===== config.mk =====
export PLATFORM = sky130hd
export DESIGN_NAME = tch_host
export DESIGN_NICKNAME = d
export VERILOG_FILES = /design/src/tch_pkg.sv /design/src/tch_bitphy.sv /design/src/tch_host.sv
export SDC_FILE = /design/constraint.sdc
export NUM_CORES = 1
export LEC_CHECK = 0
export BUFFER_PORTS_ARGS = -buffer_cell sky130_fd_sc_hd__buf_2
export CORE_ASPECT_RATIO = 1.25
export CORE_MARGIN = 5
export CORE_UTILIZATION = 55
export DETAILED_ROUTE_END_ITERATION = 12
export PLACE_DENSITY = 0.8
export SETUP_SLACK_MARGIN = 0.4
export SYNTH_ARGS = -nofsm -noshare
export SYNTH_HDL_FRONTEND = slang
export SYNTH_SLANG_ARGS = --single-unit

===== constraint.sdc =====
create_clock -name CLK_IN -period 2.7 [get_ports CLK_IN]
set_input_delay 0.27 -clock CLK_IN [delete_from_list [all_inputs] [get_ports CLK_IN]]
set_output_delay 0.27 -clock CLK_IN [all_outputs]
set_load 0.05 [all_outputs]

===== src/tch_pkg.sv =====
// Package for the touch controller host-side I2C controller.
// Assumes one 200 MHz system clock; the I2C link is open drain on pins.
// Summary of operation
// - Target address fixed, shifted, bit0 is direction
// - Pointer sent low byte then high byte
// - Two size bytes follow pointer when encrypted
// - Optional trailing CRC covers all bytes after address
// - Encrypted writes padded to 16 bytes by host; the host pads only when COUNT is nonzero
// - Pointer top bit requests checksum mode
// - Read is pointer write then separate read
// - Every read transfer reads at least one byte
// - Bulk read points at count, reads count first
// - Bulk length is count times size or 16
// - Subtract one per message without checksum
// - No START/STOP between messages in bulk read
// - Report id 255 means no message pending
package tch_pkg;
    localparam logic [6:0] TARGET_ADDR   = 7'h4a;
    localparam logic [7:0] CKSUM_BIT     = 8'h80;
    localparam logic [7:0] INVALID_ID    = 8'hff;
    localparam int         MSG_DATA_LEN  = 9;
    localparam int         ENC_BLOCK     = 16;
    localparam logic [7:0] CRC_POLY      = 8'h8c;
    localparam logic [7:0] CRC_INIT      = 8'h00;
    localparam int         CLK_MHZ       = 200;
    localparam int         SCL_HALF_NS   = 1250;
    localparam int         SCL_HALF_CYC  = (SCL_HALF_NS * CLK_MHZ) / 1000;
    localparam int         STRETCH_US    = 2000;
    localparam int         STRETCH_CYC   = STRETCH_US * CLK_MHZ;
    // Register offsets of the host's own command port
    localparam logic [3:0] REG_CTRL      = 4'h0;
    localparam logic [3:0] REG_PTR       = 4'h1;
    localparam logic [3:0] REG_COUNT     = 4'h2;
    localparam logic [3:0] REG_WDATA     = 4'h3;
    localparam logic [3:0] REG_RDATA     = 4'h4;
    localparam logic [3:0] REG_STATUS    = 4'h5;
    localparam logic [3:0] REG_SIZE      = 4'h6;
    localparam logic [3:0] REG_CRC       = 4'h7;
    // Control field positions
    localparam int         CTRL_GO       = 0;
    localparam int         CTRL_READ     = 1;
    localparam int         CTRL_CKSUM    = 2;
    localparam int         CTRL_ENC      = 3;
    localparam int         CTRL_BULK     = 4;
    typedef enum logic [1:0] {
        TCH_CMD_START,
        TCH_CMD_BYTE,
        TCH_CMD_STOP
    } tch_cmd_t;
    // One CRC step over a byte, LSB first
    function automatic logic [7:0] crc_step(input logic [7:0] c,
                                            input logic [7:0] d);
        logic [7:0] r;
        r = c;
        for (int i = 0; i < 8; i++)
        begin
            if (r[0] ^ d[i])
                r = (r >> 1) ^ CRC_POLY;
            else
                r = r >> 1;
        end
        return r;
    endfunction
endpackage

===== src/tch_bitphy.sv =====
// Bit level I2C master: START, byte transfer with ACK, STOP.
// Assumes pins synchronised here; bus pulled up outside.
module tch_bitphy
    import tch_pkg::*;
#(
    parameter int HALF_CYC    = tch_pkg::SCL_HALF_CYC,
    parameter int STRETCH_MAX = tch_pkg::STRETCH_CYC
)
(
    // Clock and reset
    input  wire logic       clk_in,
    input  wire logic       resetn_in,
    // Command side
    input  wire logic       cmd_valid_in,
    input  wire tch_cmd_t   cmd_in,
    input  wire logic [7:0] cmd_data_in,
    input  wire logic       cmd_nack_in,
    output logic            cmd_ready_out,
    output logic            done_out,
    output logic [7:0]      rx_data_out,
    output logic            rx_ack_out,
    output logic            stretch_err_out,
    // Pins
    input  wire logic       scl_in,
    input  wire logic       sda_in,
    output logic            scl_oe_out,
    output logic            sda_oe_out
);
    typedef enum logic [2:0] {
        PH_IDLE, PH_LOW, PH_HIGH, PH_WAIT, PH_DONE
    } tch_ph_t;
    // Refuse timings that the phase logic cannot serve
    if (HALF_CYC < 2 || STRETCH_MAX < 1)
    begin : g_bad_param
        $error("tch_bitphy: HALF_CYC or STRETCH_MAX too small");
    end
    logic [1:0]  scl_s_ff, sda_s_ff;
    tch_ph_t     ph_ff, nxt_ph;
    tch_cmd_t    op_ff, nxt_op;
    logic [3:0]  bit_ff, nxt_bit;
    logic [8:0]  sh_ff, nxt_sh;
    logic [31:0] cnt_ff, nxt_cnt;
    logic        scl_oe_ff, nxt_scl_oe, sda_oe_ff, nxt_sda_oe;
    logic        done_ff, nxt_done, err_ff, nxt_err;
    logic        nack_ff, nxt_nack;
    logic        scl_s, sda_s;
    assign scl_s = scl_s_ff[1];
    assign sda_s = sda_s_ff[1];

    // Next phase; a byte is nine SCL pulses including ACK
    always_comb
    begin
        nxt_ph = ph_ff; nxt_op = op_ff; nxt_bit = bit_ff; nxt_sh = sh_ff;
        nxt_cnt = cnt_ff + 32'd1; nxt_scl_oe = scl_oe_ff;
        nxt_sda_oe = sda_oe_ff; nxt_done = 1'b0; nxt_err = err_ff;
        nxt_nack = nack_ff;
        case (ph_ff)
            PH_IDLE:
            begin
                nxt_cnt = '0;
                if (cmd_valid_in)
                begin
                    nxt_op = cmd_in; nxt_bit = 4'd0; nxt_err = 1'b0;
                    nxt_nack = cmd_nack_in;
                    // Ninth bit: 1 releases SDA, 0 drives an ACK
                    nxt_sh = {cmd_data_in, cmd_nack_in};
                    nxt_ph = PH_LOW;
                end
            end
            PH_LOW:
            begin
                nxt_scl_oe = 1'b1;
                // SDA moves only once SCL is low, so no false START/STOP
                if (!scl_oe_ff)
                    nxt_sda_oe = sda_oe_ff;
                else if (op_ff == TCH_CMD_START)
                    nxt_sda_oe = 1'b0;
                else if (op_ff == TCH_CMD_STOP)
                    nxt_sda_oe = 1'b1;
                else if (bit_ff == 4'd8)
                    nxt_sda_oe = ~sh_ff[8];
                else
                    nxt_sda_oe = ~sh_ff[8];
                if (cnt_ff >= 32'(HALF_CYC))
                begin
                    nxt_cnt = '0; nxt_scl_oe = 1'b0; nxt_ph = PH_WAIT;
                end
            end
            PH_WAIT:
            begin
                // Device may hold SCL low while busy, bounded
                nxt_scl_oe = 1'b0;
                if (scl_s)
                begin
                    nxt_cnt = '0; nxt_ph = PH_HIGH;
                end
                else if (cnt_ff >= 32'(STRETCH_MAX))
                begin
                    nxt_err = 1'b1; nxt_ph = PH_DONE;
                end
            end
            PH_HIGH:
            begin
                if (cnt_ff >= 32'(HALF_CYC))
                begin
                    nxt_cnt = '0;
                    if (op_ff == TCH_CMD_START)
                    begin
                        // SCL falls later, in the next byte's low phase
                        nxt_sda_oe = 1'b1;
                        nxt_ph = PH_DONE;
                    end
                    else if (op_ff == TCH_CMD_STOP)
                    begin
                        nxt_sda_oe = 1'b0; nxt_ph = PH_DONE;
                    end
                    else
                    begin
                        nxt_sh = {sh_ff[7:0], sda_s};
                        nxt_bit = bit_ff + 4'd1;
                        nxt_scl_oe = 1'b1;
                        if (bit_ff == 4'd7)
                            nxt_sh = {sh_ff[7:0], nack_ff};
                        nxt_ph = (bit_ff == 4'd8) ? PH_DONE : PH_LOW;
                        if (bit_ff == 4'd7)
                            nxt_sh[0] = nack_ff;
                    end
                end
            end
            PH_DONE:
            begin
                nxt_done = 1'b1; nxt_ph = PH_IDLE;
            end
            default: nxt_ph = PH_IDLE;
        endcase
    end

    // Capture of received bits: keep sampled byte separately
    logic [7:0] rx_ff, nxt_rx;
    logic       ack_ff, nxt_ack;
    always_comb
    begin
        nxt_rx = rx_ff; nxt_ack = ack_ff;
        if (ph_ff == PH_HIGH && cnt_ff >= 32'(HALF_CYC) &&
            op_ff == TCH_CMD_BYTE)
        begin
            if (bit_ff < 4'd8)
                nxt_rx = {rx_ff[6:0], sda_s};
            else
                nxt_ack = ~sda_s;
        end
    end

    // Registers; pins sampled through two flops first
    always_ff @(posedge clk_in)
    begin
        if (!resetn_in)
        begin
            scl_s_ff <= 2'b11; sda_s_ff <= 2'b11; ph_ff <= PH_IDLE;
            op_ff <= TCH_CMD_START; bit_ff <= '0; sh_ff <= '1;
            cnt_ff <= '0; scl_oe_ff <= 1'b0; sda_oe_ff <= 1'b0;
            done_ff <= 1'b0; err_ff <= 1'b0; nack_ff <= 1'b0;
            rx_ff <= '0; ack_ff <= 1'b0;
        end
        else
        begin
            scl_s_ff <= {scl_s_ff[0], scl_in};
            sda_s_ff <= {sda_s_ff[0], sda_in};
            ph_ff <= nxt_ph; op_ff <= nxt_op; bit_ff <= nxt_bit;
            sh_ff <= nxt_sh; cnt_ff <= nxt_cnt; scl_oe_ff <= nxt_scl_oe;
            sda_oe_ff <= nxt_sda_oe; done_ff <= nxt_done; err_ff <= nxt_err;
            nack_ff <= nxt_nack; rx_ff <= nxt_rx; ack_ff <= nxt_ack;
        end
    end
    assign cmd_ready_out   = (ph_ff == PH_IDLE);
    assign done_out        = done_ff;
    assign rx_data_out     = rx_ff;
    assign rx_ack_out      = ack_ff;
    assign stretch_err_out = err_ff;
    assign scl_oe_out      = scl_oe_ff;
    assign sda_oe_out      = sda_oe_ff;
endmodule


===== src/tch_host.sv =====
// Host controller for the touch controller's I2C target protocol.
// Assumes software drives the plain register port; pins are open drain.
module tch_host
    import tch_pkg::*;
#(
    parameter int HALF_CYC    = tch_pkg::SCL_HALF_CYC,
    parameter int STRETCH_MAX = tch_pkg::STRETCH_CYC
)
(
    // Clock and reset
    input  wire logic        CLK_IN,
    input  wire logic        RESETN_IN,
    // Register port
    input  wire logic [3:0]  ADDR_IN,
    input  wire logic [15:0] WDATA_IN,
    input  wire logic        WR_IN,
    input  wire logic        RD_IN,
    output logic [15:0]      RDATA_OUT,
    // I2C pins
    input  wire logic        SCL_IN,
    input  wire logic        SDA_IN,
    output logic             SCL_OE_OUT,
    output logic             SDA_OE_OUT,
    // Pending line from the device
    input  wire logic        MESSAGE_PENDING_N_IN
);
    import tch_pkg::*;
    typedef enum logic [3:0] {
        ST_IDLE, ST_START, ST_ADDR, ST_PTR_LO, ST_PTR_HI, ST_SIZE,
        ST_DATA, ST_CRC, ST_PAD, ST_RSTART, ST_RADDR, ST_RBYTE, ST_STOP
    } tch_st_t;

    logic [15:0] ptr_ff, nxt_ptr, size_ff, nxt_size;
    logic [7:0]  wdata_ff, nxt_wdata, rdata_ff, nxt_rdata;
    logic [7:0]  crc_ff, nxt_crc, cnt_ff, nxt_cnt, left_ff, nxt_left;
    logic [4:0]  ctrl_ff, nxt_ctrl;
    logic [7:0]  blk_ff, nxt_blk;
    logic        busy_ff, nxt_busy, nack_ff, nxt_nack, rdv_ff, nxt_rdv;
    logic        sret_ff, nxt_sret, inv_ff, nxt_inv, szb_ff, nxt_szb;
    logic        pend_s0_ff, pend_s1_ff;
    logic [15:0] rd_ff, nxt_rd;
    tch_st_t     st_ff, nxt_st;
    logic        issued_ff, nxt_issued;
    logic        p_valid, p_ready, p_done, p_ack, p_err, p_nack;
    tch_cmd_t    p_cmd;
    logic [7:0]  p_data, p_rx;

    tch_bitphy #(.HALF_CYC(HALF_CYC), .STRETCH_MAX(STRETCH_MAX)) u_phy (
        .clk_in          (CLK_IN),
        .resetn_in       (RESETN_IN),
        .cmd_valid_in    (p_valid),
        .cmd_in          (p_cmd),
        .cmd_data_in     (p_data),
        .cmd_nack_in     (p_nack),
        .cmd_ready_out   (p_ready),
        .done_out        (p_done),
        .rx_data_out     (p_rx),
        .rx_ack_out      (p_ack),
        .stretch_err_out (p_err),
        .scl_in          (SCL_IN),
        .sda_in          (SDA_IN),
        .scl_oe_out      (SCL_OE_OUT),
        .sda_oe_out      (SDA_OE_OUT)
    );

    // Byte command for the current state
    always_comb
    begin
        p_valid = busy_ff && !issued_ff && p_ready;
        // Ninth bit released by default so the device can ACK
        p_cmd = TCH_CMD_BYTE; p_data = 8'h00; p_nack = 1'b1;
        case (st_ff)
            ST_START, ST_RSTART: p_cmd = TCH_CMD_START;
            ST_STOP:   p_cmd = TCH_CMD_STOP;
            ST_ADDR:   p_data = {TARGET_ADDR, 1'b0};
            ST_RADDR:  p_data = {TARGET_ADDR, 1'b1};
            ST_PTR_LO: p_data = ptr_ff[7:0];
            ST_PTR_HI: p_data = ptr_ff[15:8] | (ctrl_ff[CTRL_CKSUM] ?
                                CKSUM_BIT : 8'h00);
            ST_SIZE:   p_data = szb_ff ? size_ff[15:8] : size_ff[7:0];
            ST_DATA:   p_data = wdata_ff;
            ST_CRC:    p_data = crc_ff;
            ST_PAD:    p_data = 8'h00;
            ST_RBYTE:
            begin
                // Leave SDA to the device; ACK all bytes but the last
                p_data = 8'hff;
                p_nack = (left_ff == 8'd1);
            end
            default:   p_valid = 1'b0;
        endcase
    end

    // Sequencer and register port
    always_comb
    begin
        nxt_st = st_ff; nxt_ptr = ptr_ff; nxt_size = size_ff;
        nxt_wdata = wdata_ff; nxt_rdata = rdata_ff; nxt_crc = crc_ff;
        nxt_cnt = cnt_ff; nxt_left = left_ff; nxt_ctrl = ctrl_ff;
        nxt_busy = busy_ff; nxt_nack = nack_ff; nxt_rdv = rdv_ff;
        nxt_sret = sret_ff; nxt_inv = inv_ff; nxt_szb = szb_ff;
        nxt_blk = blk_ff; nxt_issued = issued_ff; nxt_rd = 16'h0000;
        if (p_valid)
            nxt_issued = 1'b1;
        if (WR_IN && !busy_ff)
        begin
            case (ADDR_IN)
                REG_CTRL:
                begin
                    nxt_ctrl = WDATA_IN[4:0];
                    if (WDATA_IN[CTRL_GO])
                    begin
                        nxt_busy = 1'b1; nxt_st = ST_START;
                        nxt_nack = 1'b0; nxt_sret = 1'b0; nxt_inv = 1'b0;
                        nxt_crc = CRC_INIT; nxt_rdv = 1'b0;
                        // At least one byte per read
                        nxt_left = (WDATA_IN[CTRL_READ] && cnt_ff == 8'd0)
                                   ? 8'd1 : cnt_ff;
                    end
                end
                REG_PTR:   nxt_ptr = WDATA_IN;
                REG_COUNT: nxt_cnt = WDATA_IN[7:0];
                REG_WDATA: nxt_wdata = WDATA_IN[7:0];
                REG_SIZE:  nxt_size = WDATA_IN;
                default:   nxt_rd = 16'h0000;
            endcase
        end
        if (RD_IN)
        begin
            case (ADDR_IN)
                REG_CTRL:   nxt_rd = {11'h000, ctrl_ff};
                REG_PTR:    nxt_rd = ptr_ff;
                REG_COUNT:  nxt_rd = {8'h00, cnt_ff};
                REG_RDATA:  nxt_rd = {8'h00, rdata_ff};
                REG_STATUS: nxt_rd = {10'h000, pend_s1_ff ? 1'b0 : 1'b1,
                                      inv_ff, sret_ff, nack_ff, rdv_ff,
                                      busy_ff};
                REG_SIZE:   nxt_rd = size_ff;
                REG_CRC:    nxt_rd = {8'h00, crc_ff};
                default:    nxt_rd = 16'h0000;
            endcase
            if (ADDR_IN == REG_RDATA)
                nxt_rdv = 1'b0;
        end
        if (busy_ff && p_done)
        begin
            nxt_issued = 1'b0;
            // A stretch fault during STOP still ends the transfer
            if (p_err && st_ff != ST_STOP)
            begin
                nxt_sret = 1'b1; nxt_st = ST_STOP;
            end
            else
            case (st_ff)
                ST_START:  nxt_st = ctrl_ff[CTRL_READ] ? ST_RADDR : ST_ADDR;
                ST_ADDR:   nxt_st = p_ack ? ST_PTR_LO : ST_STOP;
                ST_PTR_LO:
                begin
                    nxt_crc = crc_step(crc_ff, ptr_ff[7:0]);
                    nxt_st = ST_PTR_HI;
                end
                ST_PTR_HI:
                begin
                    nxt_crc = crc_step(crc_ff, ptr_ff[15:8] |
                        (ctrl_ff[CTRL_CKSUM] ? CKSUM_BIT : 8'h00));
                    nxt_szb = 1'b0; nxt_blk = 8'd0;
                    if (ctrl_ff[CTRL_ENC])
                        nxt_st = ST_SIZE;
                    else if (cnt_ff != 8'd0)
                        nxt_st = ST_DATA;
                    else
                        nxt_st = ctrl_ff[CTRL_CKSUM] ? ST_CRC : ST_STOP;
                end
                ST_SIZE:
                begin
                    nxt_crc = crc_step(crc_ff,
                        szb_ff ? size_ff[15:8] : size_ff[7:0]);
                    nxt_szb = 1'b1;
                    if (szb_ff)
                        nxt_st = (cnt_ff != 8'd0) ? ST_DATA :
                                 (ctrl_ff[CTRL_CKSUM] ? ST_CRC : ST_STOP);
                end
                ST_DATA:
                begin
                    // One data byte per write transfer from WDATA
                    nxt_crc = crc_step(crc_ff, wdata_ff);
                    nxt_blk = blk_ff + 8'd1;
                    nxt_st = ctrl_ff[CTRL_CKSUM] ? ST_CRC :
                             (ctrl_ff[CTRL_ENC] ? ST_PAD : ST_STOP);
                end
                ST_CRC:
                begin
                    nxt_blk = blk_ff + 8'd1;
                    nxt_st = (ctrl_ff[CTRL_ENC] && cnt_ff != 8'd0)
                             ? ST_PAD : ST_STOP;
                end
                ST_PAD:
                begin
                    // Fill the data block to 16 bytes
                    nxt_blk = blk_ff + 8'd1;
                    if (blk_ff + 8'd1 >= 8'(ENC_BLOCK))
                        nxt_st = ST_STOP;
                end
                ST_RADDR:  nxt_st = p_ack ? ST_RBYTE : ST_STOP;
                ST_RBYTE:
                begin
                    nxt_rdata = p_rx; nxt_rdv = 1'b1;
                    nxt_left = left_ff - 8'd1;
                    // Bulk reads flag an invalid id but keep reading
                    if (ctrl_ff[CTRL_BULK] && p_rx == INVALID_ID)
                        nxt_inv = 1'b1;
                    if (left_ff == 8'd1)
                        nxt_st = ST_STOP;
                end
                ST_STOP:
                begin
                    nxt_busy = 1'b0; nxt_st = ST_IDLE;
                end
                default: nxt_st = ST_IDLE;
            endcase
            if ((st_ff == ST_ADDR || st_ff == ST_RADDR) && !p_ack)
                nxt_nack = 1'b1;
        end
    end

    always_ff @(posedge CLK_IN)
    begin
        if (!RESETN_IN)
        begin
            st_ff <= ST_IDLE; ptr_ff <= '0; size_ff <= '0; wdata_ff <= '0;
            rdata_ff <= '0; crc_ff <= CRC_INIT; cnt_ff <= '0; left_ff <= '0;
            ctrl_ff <= '0; busy_ff <= 1'b0; nack_ff <= 1'b0; rdv_ff <= 1'b0;
            sret_ff <= 1'b0; inv_ff <= 1'b0; szb_ff <= 1'b0; blk_ff <= '0;
            issued_ff <= 1'b0; rd_ff <= '0;
            pend_s0_ff <= 1'b1; pend_s1_ff <= 1'b1;
        end
        else
        begin
            st_ff <= nxt_st; ptr_ff <= nxt_ptr; size_ff <= nxt_size;
            wdata_ff <= nxt_wdata; rdata_ff <= nxt_rdata; crc_ff <= nxt_crc;
            cnt_ff <= nxt_cnt; left_ff <= nxt_left; ctrl_ff <= nxt_ctrl;
            busy_ff <= nxt_busy; nack_ff <= nxt_nack; rdv_ff <= nxt_rdv;
            sret_ff <= nxt_sret; inv_ff <= nxt_inv; szb_ff <= nxt_szb;
            blk_ff <= nxt_blk; issued_ff <= nxt_issued; rd_ff <= nxt_rd;
            pend_s0_ff <= MESSAGE_PENDING_N_IN;
            pend_s1_ff <= pend_s0_ff;
        end
    end
    assign RDATA_OUT = rd_ff;

    // Checks on the host's own sequencing
    chk_addr_byte: assert property (@(posedge CLK_IN) disable iff (!RESETN_IN)
        p_valid && st_ff == ST_ADDR |-> p_data == 8'h94)
        else $error("write address byte wrong");
    chk_read_addr: assert property (@(posedge CLK_IN) disable iff (!RESETN_IN)
        p_valid && st_ff == ST_RADDR |-> p_data == 8'h95)
        else $error("read address byte wrong");
    chk_ptr_order: assert property (@(posedge CLK_IN) disable iff (!RESETN_IN)
        busy_ff && p_done && !p_err && st_ff == ST_PTR_LO
        |=> st_ff == ST_PTR_HI)
        else $error("pointer bytes out of order");
    chk_cksum_bit: assert property (@(posedge CLK_IN) disable iff (!RESETN_IN)
        p_valid && st_ff == ST_PTR_HI && ctrl_ff[CTRL_CKSUM]
        |-> p_data[7])
        else $error("checksum bit missing");
    chk_size_enc: assert property (@(posedge CLK_IN) disable iff (!RESETN_IN)
        st_ff == ST_SIZE |-> ctrl_ff[CTRL_ENC])
        else $error("size bytes without encryption");
    chk_pad_limit: assert property (@(posedge CLK_IN) disable iff (!RESETN_IN)
        st_ff == ST_PAD |-> blk_ff < 8'd16)
        else $error("padding past 16 bytes");
    chk_read_min: assert property (@(posedge CLK_IN) disable iff (!RESETN_IN)
        st_ff == ST_RBYTE |-> left_ff != 8'd0)
        else $error("read with no byte");
    chk_last_nack: assert property (@(posedge CLK_IN) disable iff (!RESETN_IN)
        p_valid && st_ff == ST_RBYTE |-> p_nack == (left_ff == 8'd1))
        else $error("nack misplaced");
    cov_write: cover property (@(posedge CLK_IN) st_ff == ST_DATA);
    cov_crc:   cover property (@(posedge CLK_IN) st_ff == ST_CRC);
    chk_read_free: assert property (@(posedge CLK_IN) disable iff (!RESETN_IN)
        p_valid && st_ff == ST_RBYTE |-> p_data == 8'hff)
        else $error("host drives SDA in a read byte");
    cov_read:  cover property (@(posedge CLK_IN) st_ff == ST_RBYTE);
    cov_bulk:  cover property (@(posedge CLK_IN) inv_ff);
endmodule


Yosys cells after proc, flatten, opt, wreduce, memory -nomap -nowiden
Cells that the tools add are included.

word-level totals
  register bits = 182
  bits of input ports = 27
  output and inout bits = 18
  word-level logic and storage cells = 426

cells by class
  add/subtract/negate cells = 4
  magnitude comparators = 4
  eq/ne operators = 40
  mux-type cells = 229
  bitwise gates (word level) = 67
  reduce and logical (&&, ||, !) cells = 48

operators by type and width
  operator                                                count
  2-to-1 mux 8 bit                                        130
  case mux 16 bit (7 select lines)                        1
  case mux 32 bit (3 select lines)                        1
  inverter 2 -> 3 bit                                     29
  2-to-1 mux 4 bit                                        18
  2-to-1 mux 32 bit                                       2
  case mux 8 bit (8 select lines)                         1
  2-to-1 mux 1 bit                                        50
  case mux 4 bit (10 select lines)                        1
  equality test 4 x 3 -> 1 bit (second input constant)    9
  2-to-1 mux 9 bit                                        4
  2-to-1 mux 3 bit                                        11
  adder 32 x 1 -> 32 bit (second input constant)          1
  >= comparator 32 x 19 -> 1 bit (second input constant)  1
  >= comparator 32 x 8 -> 1 bit (second input constant)   1
  case mux 8 bit (4 select lines)                         1
  XOR 1 bit                                               32
  equality test 4 bit (second input constant)             6
  case mux 9 bit (2 select lines)                         1
  AND reduction 2 bit                                     9
  equality test 4 x 2 -> 1 bit (second input constant)    4
  case mux 8 bit (2 select lines)                         1
  AND reduction 4 bit                                     4
  case mux 3 bit (4 select lines)                         1
  38 further kinds                                        73

Depth between registers and ports, before layout
Gate-level depths: netlist of run 1.

  depth after elaboration = 42
  gate-level depth with buffers = 10

Modules after synthesis
From an unflattened synthesis of run 1, not the netlist that was laid out.

second synthesis, totals
  cells, all modules = 1,211
  area, all modules = 9,975.8 um^2

by module, submodules not included
  module      times used  cells an instance  area each (um^2)
  tch_host    1           848                6,735.2
  tch_bitphy  1           363                3,240.6

Worst setup path before layout of run 1
No wires, ideal clock.

  kind = register to register
  from = register crc_ff[4]
  to = register crc_ff[2]
  library setup time = 0.122 ns
  arrival = 2.114 ns
  required time = 2.578 ns
  slack = 0.464 ns
  cell stages (with the launch flop) = 8
  buffers on the path = 1
  clock period less this slack = 2.236 ns
  path through = dfxtp_1 > buf_6 > xnor3_2 > xor3_2 > xnor2_2 > xnor2_1 > o21ai_1 > o311a_1

between the ends
  longest elaborated chain between the ends = 36

RTL lines
  item                               RTL line         RTL
  from (decl)                        tch_host.sv:35   logic [7:0] crc_ff, nxt_crc, cnt_ff, nxt_cnt, left_ff, nxt_left;
  from (signal assigned)             tch_host.sv:240  wdata_ff <= nxt_wdata; rdata_ff <= nxt_rdata; crc_ff <= nxt_crc;
  inverter 2 -> 3 bit (no line)      --
  2-to-1 mux 8 bit                   tch_pkg.sv:57    if (r[0] ^ d[i])
  2-to-1 mux 8 bit                   tch_host.sv:154  case (st_ff)
  2-to-1 mux 8 bit                   tch_host.sv:149  if (p_err && st_ff != ST_STOP)
  2-to-1 mux 8 bit                   tch_host.sv:145  if (busy_ff && p_done)
  inverter 2 -> 3 bit (no line)      --
  2-to-1 mux 8 bit                   tch_pkg.sv:57
  2-to-1 mux 8 bit                   tch_host.sv:154
  (+20 left out)                     --
  2-to-1 mux 8 bit                   tch_host.sv:154
  2-to-1 mux 8 bit                   tch_host.sv:149
  2-to-1 mux 8 bit                   tch_host.sv:145
  XOR 1 bit                          tch_pkg.sv:57
  2-to-1 mux 8 bit                   tch_pkg.sv:57
  case mux 8 bit (4 select lines) *  tch_host.sv:154
  2-to-1 mux 8 bit *                 tch_host.sv:149
  2-to-1 mux 8 bit *                 tch_host.sv:145

Mark *: on every way between the ends. The rest lies on a longest branch, timed or not. The select of a mux whose other input is x is not followed.
A chain may end at the register's enable or synchronous reset.

Worst setup path in the final report of run 1
  from = register ptr_ff[8]
  to = register crc_ff[7]

between the ends
  longest elaborated chain between the ends = 37

RTL lines
  item                               RTL line         RTL
  from (decl)                        tch_host.sv:33   logic [15:0] ptr_ff, nxt_ptr, size_ff, nxt_size;
  from (signal assigned)             tch_host.sv:239  st_ff <= nxt_st; ptr_ff <= nxt_ptr; size_ff <= nxt_size;
  OR 8 bit *                         tch_host.sv:164  nxt_crc = crc_step(crc_ff, ptr_ff[15:8] |
  XOR 1 bit *                        tch_pkg.sv:57
  2-to-1 mux 8 bit *                 tch_pkg.sv:57
  2-to-1 mux 8 bit *                 tch_host.sv:154
  2-to-1 mux 8 bit *                 tch_host.sv:149
  2-to-1 mux 8 bit *                 tch_host.sv:145
  2-to-1 mux 8 bit *                 tch_pkg.sv:57
  2-to-1 mux 8 bit *                 tch_host.sv:154
  (+21 left out)                     --
  2-to-1 mux 8 bit *                 tch_host.sv:154
  2-to-1 mux 8 bit *                 tch_host.sv:149
  2-to-1 mux 8 bit *                 tch_host.sv:145
  XOR 1 bit *                        tch_pkg.sv:57
  2-to-1 mux 8 bit *                 tch_pkg.sv:57
  case mux 8 bit (4 select lines) *  tch_host.sv:154
  2-to-1 mux 8 bit *                 tch_host.sv:149
  2-to-1 mux 8 bit *                 tch_host.sv:145

Marked as above.

==> flow_summary.yaml, run 1 <==
power:
  p_total_mw: 5.49
  swShare_pct: 25.1
  power.density_nw_per_um2: 500
  p_comb_share_pct: 4.3
  seq_power_share_pct: 49.5
  ir_drop_mv: 0.480
  p_int_mw: 4.11
  p_clk_share_pct: 46.3
  p_leak_nw: 4.03
  power.switching_mw: 1.38
placement:
  gp_congestion: 1.02
  placedCellCount: 1433
  portBuffers: 44
  dpl-instance-area_um2: 10300
  hpwl_um: 19600
setup_path:
  path_delay_family: "XOR/XNOR gates"
  worstPathArrival_ns: 2.60
  cp_slowest_cell: "xnor3_1"
  required_ns: 3.04
  end_kind: "flip-flop"
  crit_chain: "xnor3_1, xnor2_1, xnor2_2, xnor2_1, o22ai_1, o311a_1"
  crit_buf_inv: 0
  slowest_delay_ns: 0.52
  cp_common_cell: "xnor2_1"
  path_class: "reg2reg"
  worstPathMaxFanout: 5
  start_kind: "flip-flop"
clocking:
  numClockSinks: 182
  tritoncts: "done"
  path_clk_slew_ns: 0.08
  cts_root_buf: "clkbuf_16"
  clock_latency_ns: 0.45
  cts_buffers: 17
  clock_path_buffers: 2
  htree_num_levels: 4
routing:
  num_vias: 9098
  initialDrtViolationCount: 844
  ant_nets: 0
  routed_via_density: 6.19
  drt_wl_total_um: 27800
  post-route-drc-count: 0
  wire_per_inst_um: 18.9
  firstDrtPassIters: 6
yosys:
  synth_edf_count: 0
  synthCells: 1201
  yosys_warnings: 0
  syn_area_um2: 9740
  avgSynthCellArea_um2: 8.11
  async_reset_ff_share_pct: 0
  synth_seq_area_share_pct: 37.4
  synth_nets: 1235
  synth_ff_type: "dfxtp_1"
  ys_types: 76
  ys_seq_elements: 182
die:
  die_area_um2: 20500
  ios: 45
  num_rows: 54
  chipWidth_um: 129
  core_area_um2: 17400
  die_h_um: 159
  initial_utilization_pct: 55.9
final_layout:
  insertedDiodeCount: 0
  drive_above_1_share_pct: 12.9
  final_cells: 1470
  final_net_count: 1267
  final_common_cell: "dfxtp_1"
  fin_area_um2: 11000
  area_delta_synth_final_pct: 12.9
  layout_common_cells: "dfxtp_1, nand2_1, nor2_1"
  fillers: 1493
global_routing:
  grt_pass1_wl_um: 44600
  gr-total-overflow: 0
  grtUsageTotal_pct: 26.9
  grt_max_degree: 83
  grt_pass1_vias: 8660
  antenna_found_initial: 0
job:
  maxCapViolations: 0
timing:
  fmax_ghz: 0.442
  fin_crit_sh_pct: 83.8
  final-setup-viol-count: 0
  setup_tns_ns: 0
  rsz0062_at_grt: "no"
  slew_headroom_pct: 38.6
  drv_slew: 0
  hold_viol_final: 0
  skew_ns: 0.0103
  tightest_slew_ns: 0.915
  period_needed_ns: 2.26
status:
  outcome: "completed"
min_path:
  hold_path.class: "in2reg"
repair_timing:
item,4_1_cts,5_1_grt
setup buffers,0,3
hold endpoints to repair,2,0
hold buffers,2,0
gates resized for setup,3,16
setup endpoints to repair,3,62
pin swaps,1,4
cells in the mapped netlist (6+ instances only):
master / n / area, um2
nand2b_1: 14 / 87.6
mux2i_1: 36 / 360
xor2_1: 38 / 333
o211ai_1: 7 / 52.6
a31oi_1: 6 / 37.5
o22ai_1: 7 / 43.8
or3_1: 10 / 62.6
xnor2_1: 73 / 639
ha_1: 7 / 87.6
buf_2: 14 / 70.1
o21ai_0: 42 / 210
a211oi_1: 9 / 67.6
clkbuf_1: 56 / 210
a22oi_1: 14 / 105
mux2_2: 7 / 78.8
a21oi_1: 99 / 495
nand3_1: 36 / 180
nand4_1: 13 / 81.3
and3_1: 11 / 68.8
nor2b_1: 13 / 81.3
inv_1: 18 / 67.6
and2_1: 9 / 56.3
a221oi_1: 14 / 123
nand2_1: 174 / 653
nor3_1: 32 / 160
xnor3_1: 7 / 158
dfxtp_1: 182 / 3640
nor4_1: 12 / 75.1
nor2_1: 149 / 559
power by group through the flow:
stage                     Sequential [mW]  Combinational, mW  Clock, mW
after global routing                 2.72              0.252       2.68
after global placement               2.78              0.222          0
final                                2.72              0.235       2.54
after detailed placement             2.78              0.222          0
after floorplan                      2.77              0.142          0
after CTS                            2.72              0.228       2.57
per-stage QoR:
stage	setup WS, ns	util (%)	hold WS, ns
6_report	0.436	63.0	0.00756
5_1_grt	0.364	63.0	0.0153
4_1_cts	0.417	62.5	0.00277
3_5_place_dp	0.288	58.9	0.392
3_3_place_gp	0.341	58.9	0.389
2_1_floorplan	0.464	-	0.371
worst paths after layout:
path                                        start                 to  slack [ns]  depth (start not counted)
worst min register to register  u_phy.sda_s_ff[0]  u_phy.sda_s_ff[1]        0.41                          1
worst max register to register          ptr_ff[8]          crc_ff[7]        0.44                          6
worst max-delay path                    ptr_ff[8]          crc_ff[7]        0.44                          6
worst min-delay path                       SDA_IN  u_phy.sda_s_ff[0]       0.008                          2
cells by family (layout without fill, tap and decap cells):
family / Yosys count / in the layout / synth area share [%]
AOI/OAI and AO/OA: 248 / 248 / 16.2
muxes: 47 / 47 / 5.44
adders and majority gates: 7 / 7 / 0.899
DFF: 182 / 182 / 37.4
buffers and inverters: 96 / 141 / 4.00
and+or+nand+nor: 499 / 499 / 23.6
xor gates and xnor gates: 122 / 122 / 12.4
per-layer routing:
metal | global-route usage [%] | part of all wire [%]
met2 | 45.4 | 49
met1 | 32.4 | 38
met5 | 0 | 0
met4 | 13.8 | 5.6
met3 | 4.91 | 7.6
registers in the layout, indices dropped and copies added (netlist names), 2 cells and up:
register / cells
u_phy.cnt_ff: 32
RDATA_OUT: 16
ptr_ff: 16
size_ff: 16
u_phy.sh_ff: 9
blk_ff: 8
cnt_ff: 8
crc_ff: 8
left_ff: 8
rdata_ff: 8
u_phy.rx_data_out: 8
wdata_ff: 8
ctrl_ff: 5
st_ff: 4
u_phy.bit_ff: 4
u_phy.ph_ff: 3
u_phy.op_ff: 2
u_phy.scl_s_ff: 2
u_phy.sda_s_ff: 2
layout make-up:
type	instances	area, um2	area share (%)
flip-flops and latches	182	3650	33.2
multi-input cells	923	5780	52.6
well taps	224	280	2.55
clock inverters	15	185	1.68
clock buffers	17	425	3.87
inverters	19	71.3	0.649
repair buffers	90	603	5.49
Power figures use the tool's default switching activity.
==> inputs of run 2 (changes only) <==
- clock period: 2.7 -> 2.3 ns (I/O delays scaled with it)
==> flow_summary.yaml, run 2 (synthesis results as in run 1) <==
status:
  outcome: "completed"
timing:
  tightest_slew_ns: 0.649
  hold_viol_final: 0
  slew_headroom_pct: 56.3
  fmax_ghz: 0.472
  period_needed_ns: 2.12
  drv_slew: 0
  rsz0062_at_grt: "yes"
  final-setup-viol-count: 0
  skew_ns: 0.0140
  fin_crit_sh_pct: 92.2
final_layout:
  fin_util_pct: 73.6
  drive_above_1_share_pct: 29.3
  insertedDiodeCount: 0
  layout_common_cells: "nand2_1, dfxtp_1, buf_4"
  final_net_count: 1370
  area_delta_synth_final_pct: 31.7
  regMostFlops: "u_phy.cnt_ff"
  final_common_cell: "nand2_1"
  largest_register_ffs: 32
routing:
  ant_nets: 0
  num_vias: 9958
  drt_wl_total_um: 33700
  firstDrtPassIters: 5
  post-route-drc-count: 0
  routed_via_density: 6.33
  initialDrtViolationCount: 984
  wire_per_inst_um: 21.4
clocking:
  path_clk_slew_ns: 0.08
  numClockSinks: 182
  cts_root_buf: "clkbuf_16"
  htree_num_levels: 4
  tritoncts: "done"
  cts_buffers: 17
  clock_latency_ns: 0.45
  clock_path_buffers: 2
power:
  p_total_mw: 6.55
  power.density_nw_per_um2: 511
  p_leak_nw: 4.79
  ir_drop_mv: 0.517
global_routing:
  grt_max_degree: 78
  grtUsageTotal_pct: 29.2
  grt_pass1_wl_um: 47900
  grt_pass1_vias: 9242
  gr-total-overflow: 0
  antenna_found_initial: 0
die:
  die_area_um2: 20500
  chipWidth_um: 129
  num_rows: 54
  core_area_um2: 17400
  ios: 45
  initial_utilization_pct: 55.9
  die_h_um: 159
setup_path:
  path_class: "reg2reg"
  required_ns: 2.63
  rr_worst_depth: 7
  rrSetupSlack_ns: 0.18
  start_kind: "flip-flop"
  crit_path_start: "u_phy.cnt_ff[28]"
  end_kind: "flip-flop"
  worstPathMaxFanout: 5
  worstPathArrival_ns: 2.45
  timing.rr.start: "u_phy.cnt_ff[28]"
  worstReg2RegEnd: "u_phy.ph_ff[1]"
  critical_path.endpoint: "u_phy.ph_ff[1]"
placement:
  gp_congestion: 1.02
  portBuffers: 44
  hpwl_um: 21100
job:
  maxCapViolations: 0
min_path:
  hold_path.class: "in2reg"
==> run 2: changes by cell type in the layout (fill, tap and decap cells not counted), moves of 10 or more <==
cell | before | now
xnor2_1 | 70 | 56
buf_6 | 2 | 13
dfxtp_2 | 5 | 15
buf_4 | 40 | 119
dfxtp_1 | 177 | 158
nor2_1 | 149 | 114
o21ai_0 | 42 | 32
xnor2_2 | 4 | 14
nor2_4 | 0 | 26
==> run 2: worst min-delay path by stage <==
stage,start,endpoint,cells after the start
6_report,WDATA_IN[12],ptr_ff[12],3
3_3_place_gp,pend_s0_ff,pend_s1_ff,1
3_5_place_dp,u_phy.sda_s_ff[0],u_phy.sda_s_ff[1],1
4_1_cts,WDATA_IN[12],ptr_ff[12],3
2_1_floorplan,MESSAGE_PENDING_N_IN,pend_s0_ff,1
5_1_grt,WDATA_IN[12],ptr_ff[12],3
==> run 2: area by class of cell <==
type | count | area, um2
multi-input cells | 925 | 6650
fillers | 1175 | 4610
flip-flops and latches | 182 | 3700
repair buffers | 191 | 1520
clock buffers | 19 | 443
well taps | 224 | 280
clock inverters | 13 | 164
inverters | 19 | 71.3
==> run 2: worst max-delay path, cell delays in order, from the launching register on <==
cell and delay, ns:
dfxtp_4 0.36, nor4_4 0.29, nand4_1 0.20, or3_4 0.42
buf_6 0.15, or3_4 0.36, o211ai_1 0.12, a21oi_1 0.10
==> run 2: stage by stage <==
| step | setup slack, ns | TNS, ns | instance area [um2] | hold WS [ns] | cells |
|---|---|---|---|---|---|
| after floorplan | 0.338 | 0 | 9950 | 0.331 | 1201 |
| after global placement | 0.0544 | 0 | 10800 | 0.392 | 1484 |
| after detailed placement | -0.0163 | -0.0217 | 10800 | 0.392 | 1484 |
| after CTS | 0.190 | 0 | 11900 | 0.0309 | 1542 |
| after global routing | 0.0829 | 0 | 12800 | 0.0372 | 1573 |
| final | 0.179 | 0 | 12800 | 0.0344 | 1573 |
==> run 2: report_power, final <==
group          internal (mW)  switching, mW  leakage, nW  total [mW]
logic                  0.128          0.194         3.02       0.322
registers               3.16         0.0218         1.48        3.18
clock network           1.67           1.38        0.291        3.05
==> run 2: repair_timing <==
| action | 4_1_cts | 5_1_grt |
|---|---|---|
| endpoints found under the setup margin | 82 | 90 |
| cloned | 2 | 3 |
| endpoints found under the hold margin | 3 | 0 |
| hold buffers | 3 | 0 |
| buffers inserted | 21 | 28 |
| resized for setup | 61 | 146 |
| pin swaps | 33 | 81 |
==> run 2: metal layers <==
| layer | vias to the layer above | routed length [um] | global-route usage (%) |
|---|---|---|---|
| li1 | 4475 | - | - |
| met1 | 4774 | 11800 | 34.0 |
| met3 | 170 | 2480 | 5.34 |
| met5 | - | 0 | 0 |
| met4 | 0 | 2350 | 15.7 |
| met2 | 539 | 17100 | 49.9 |
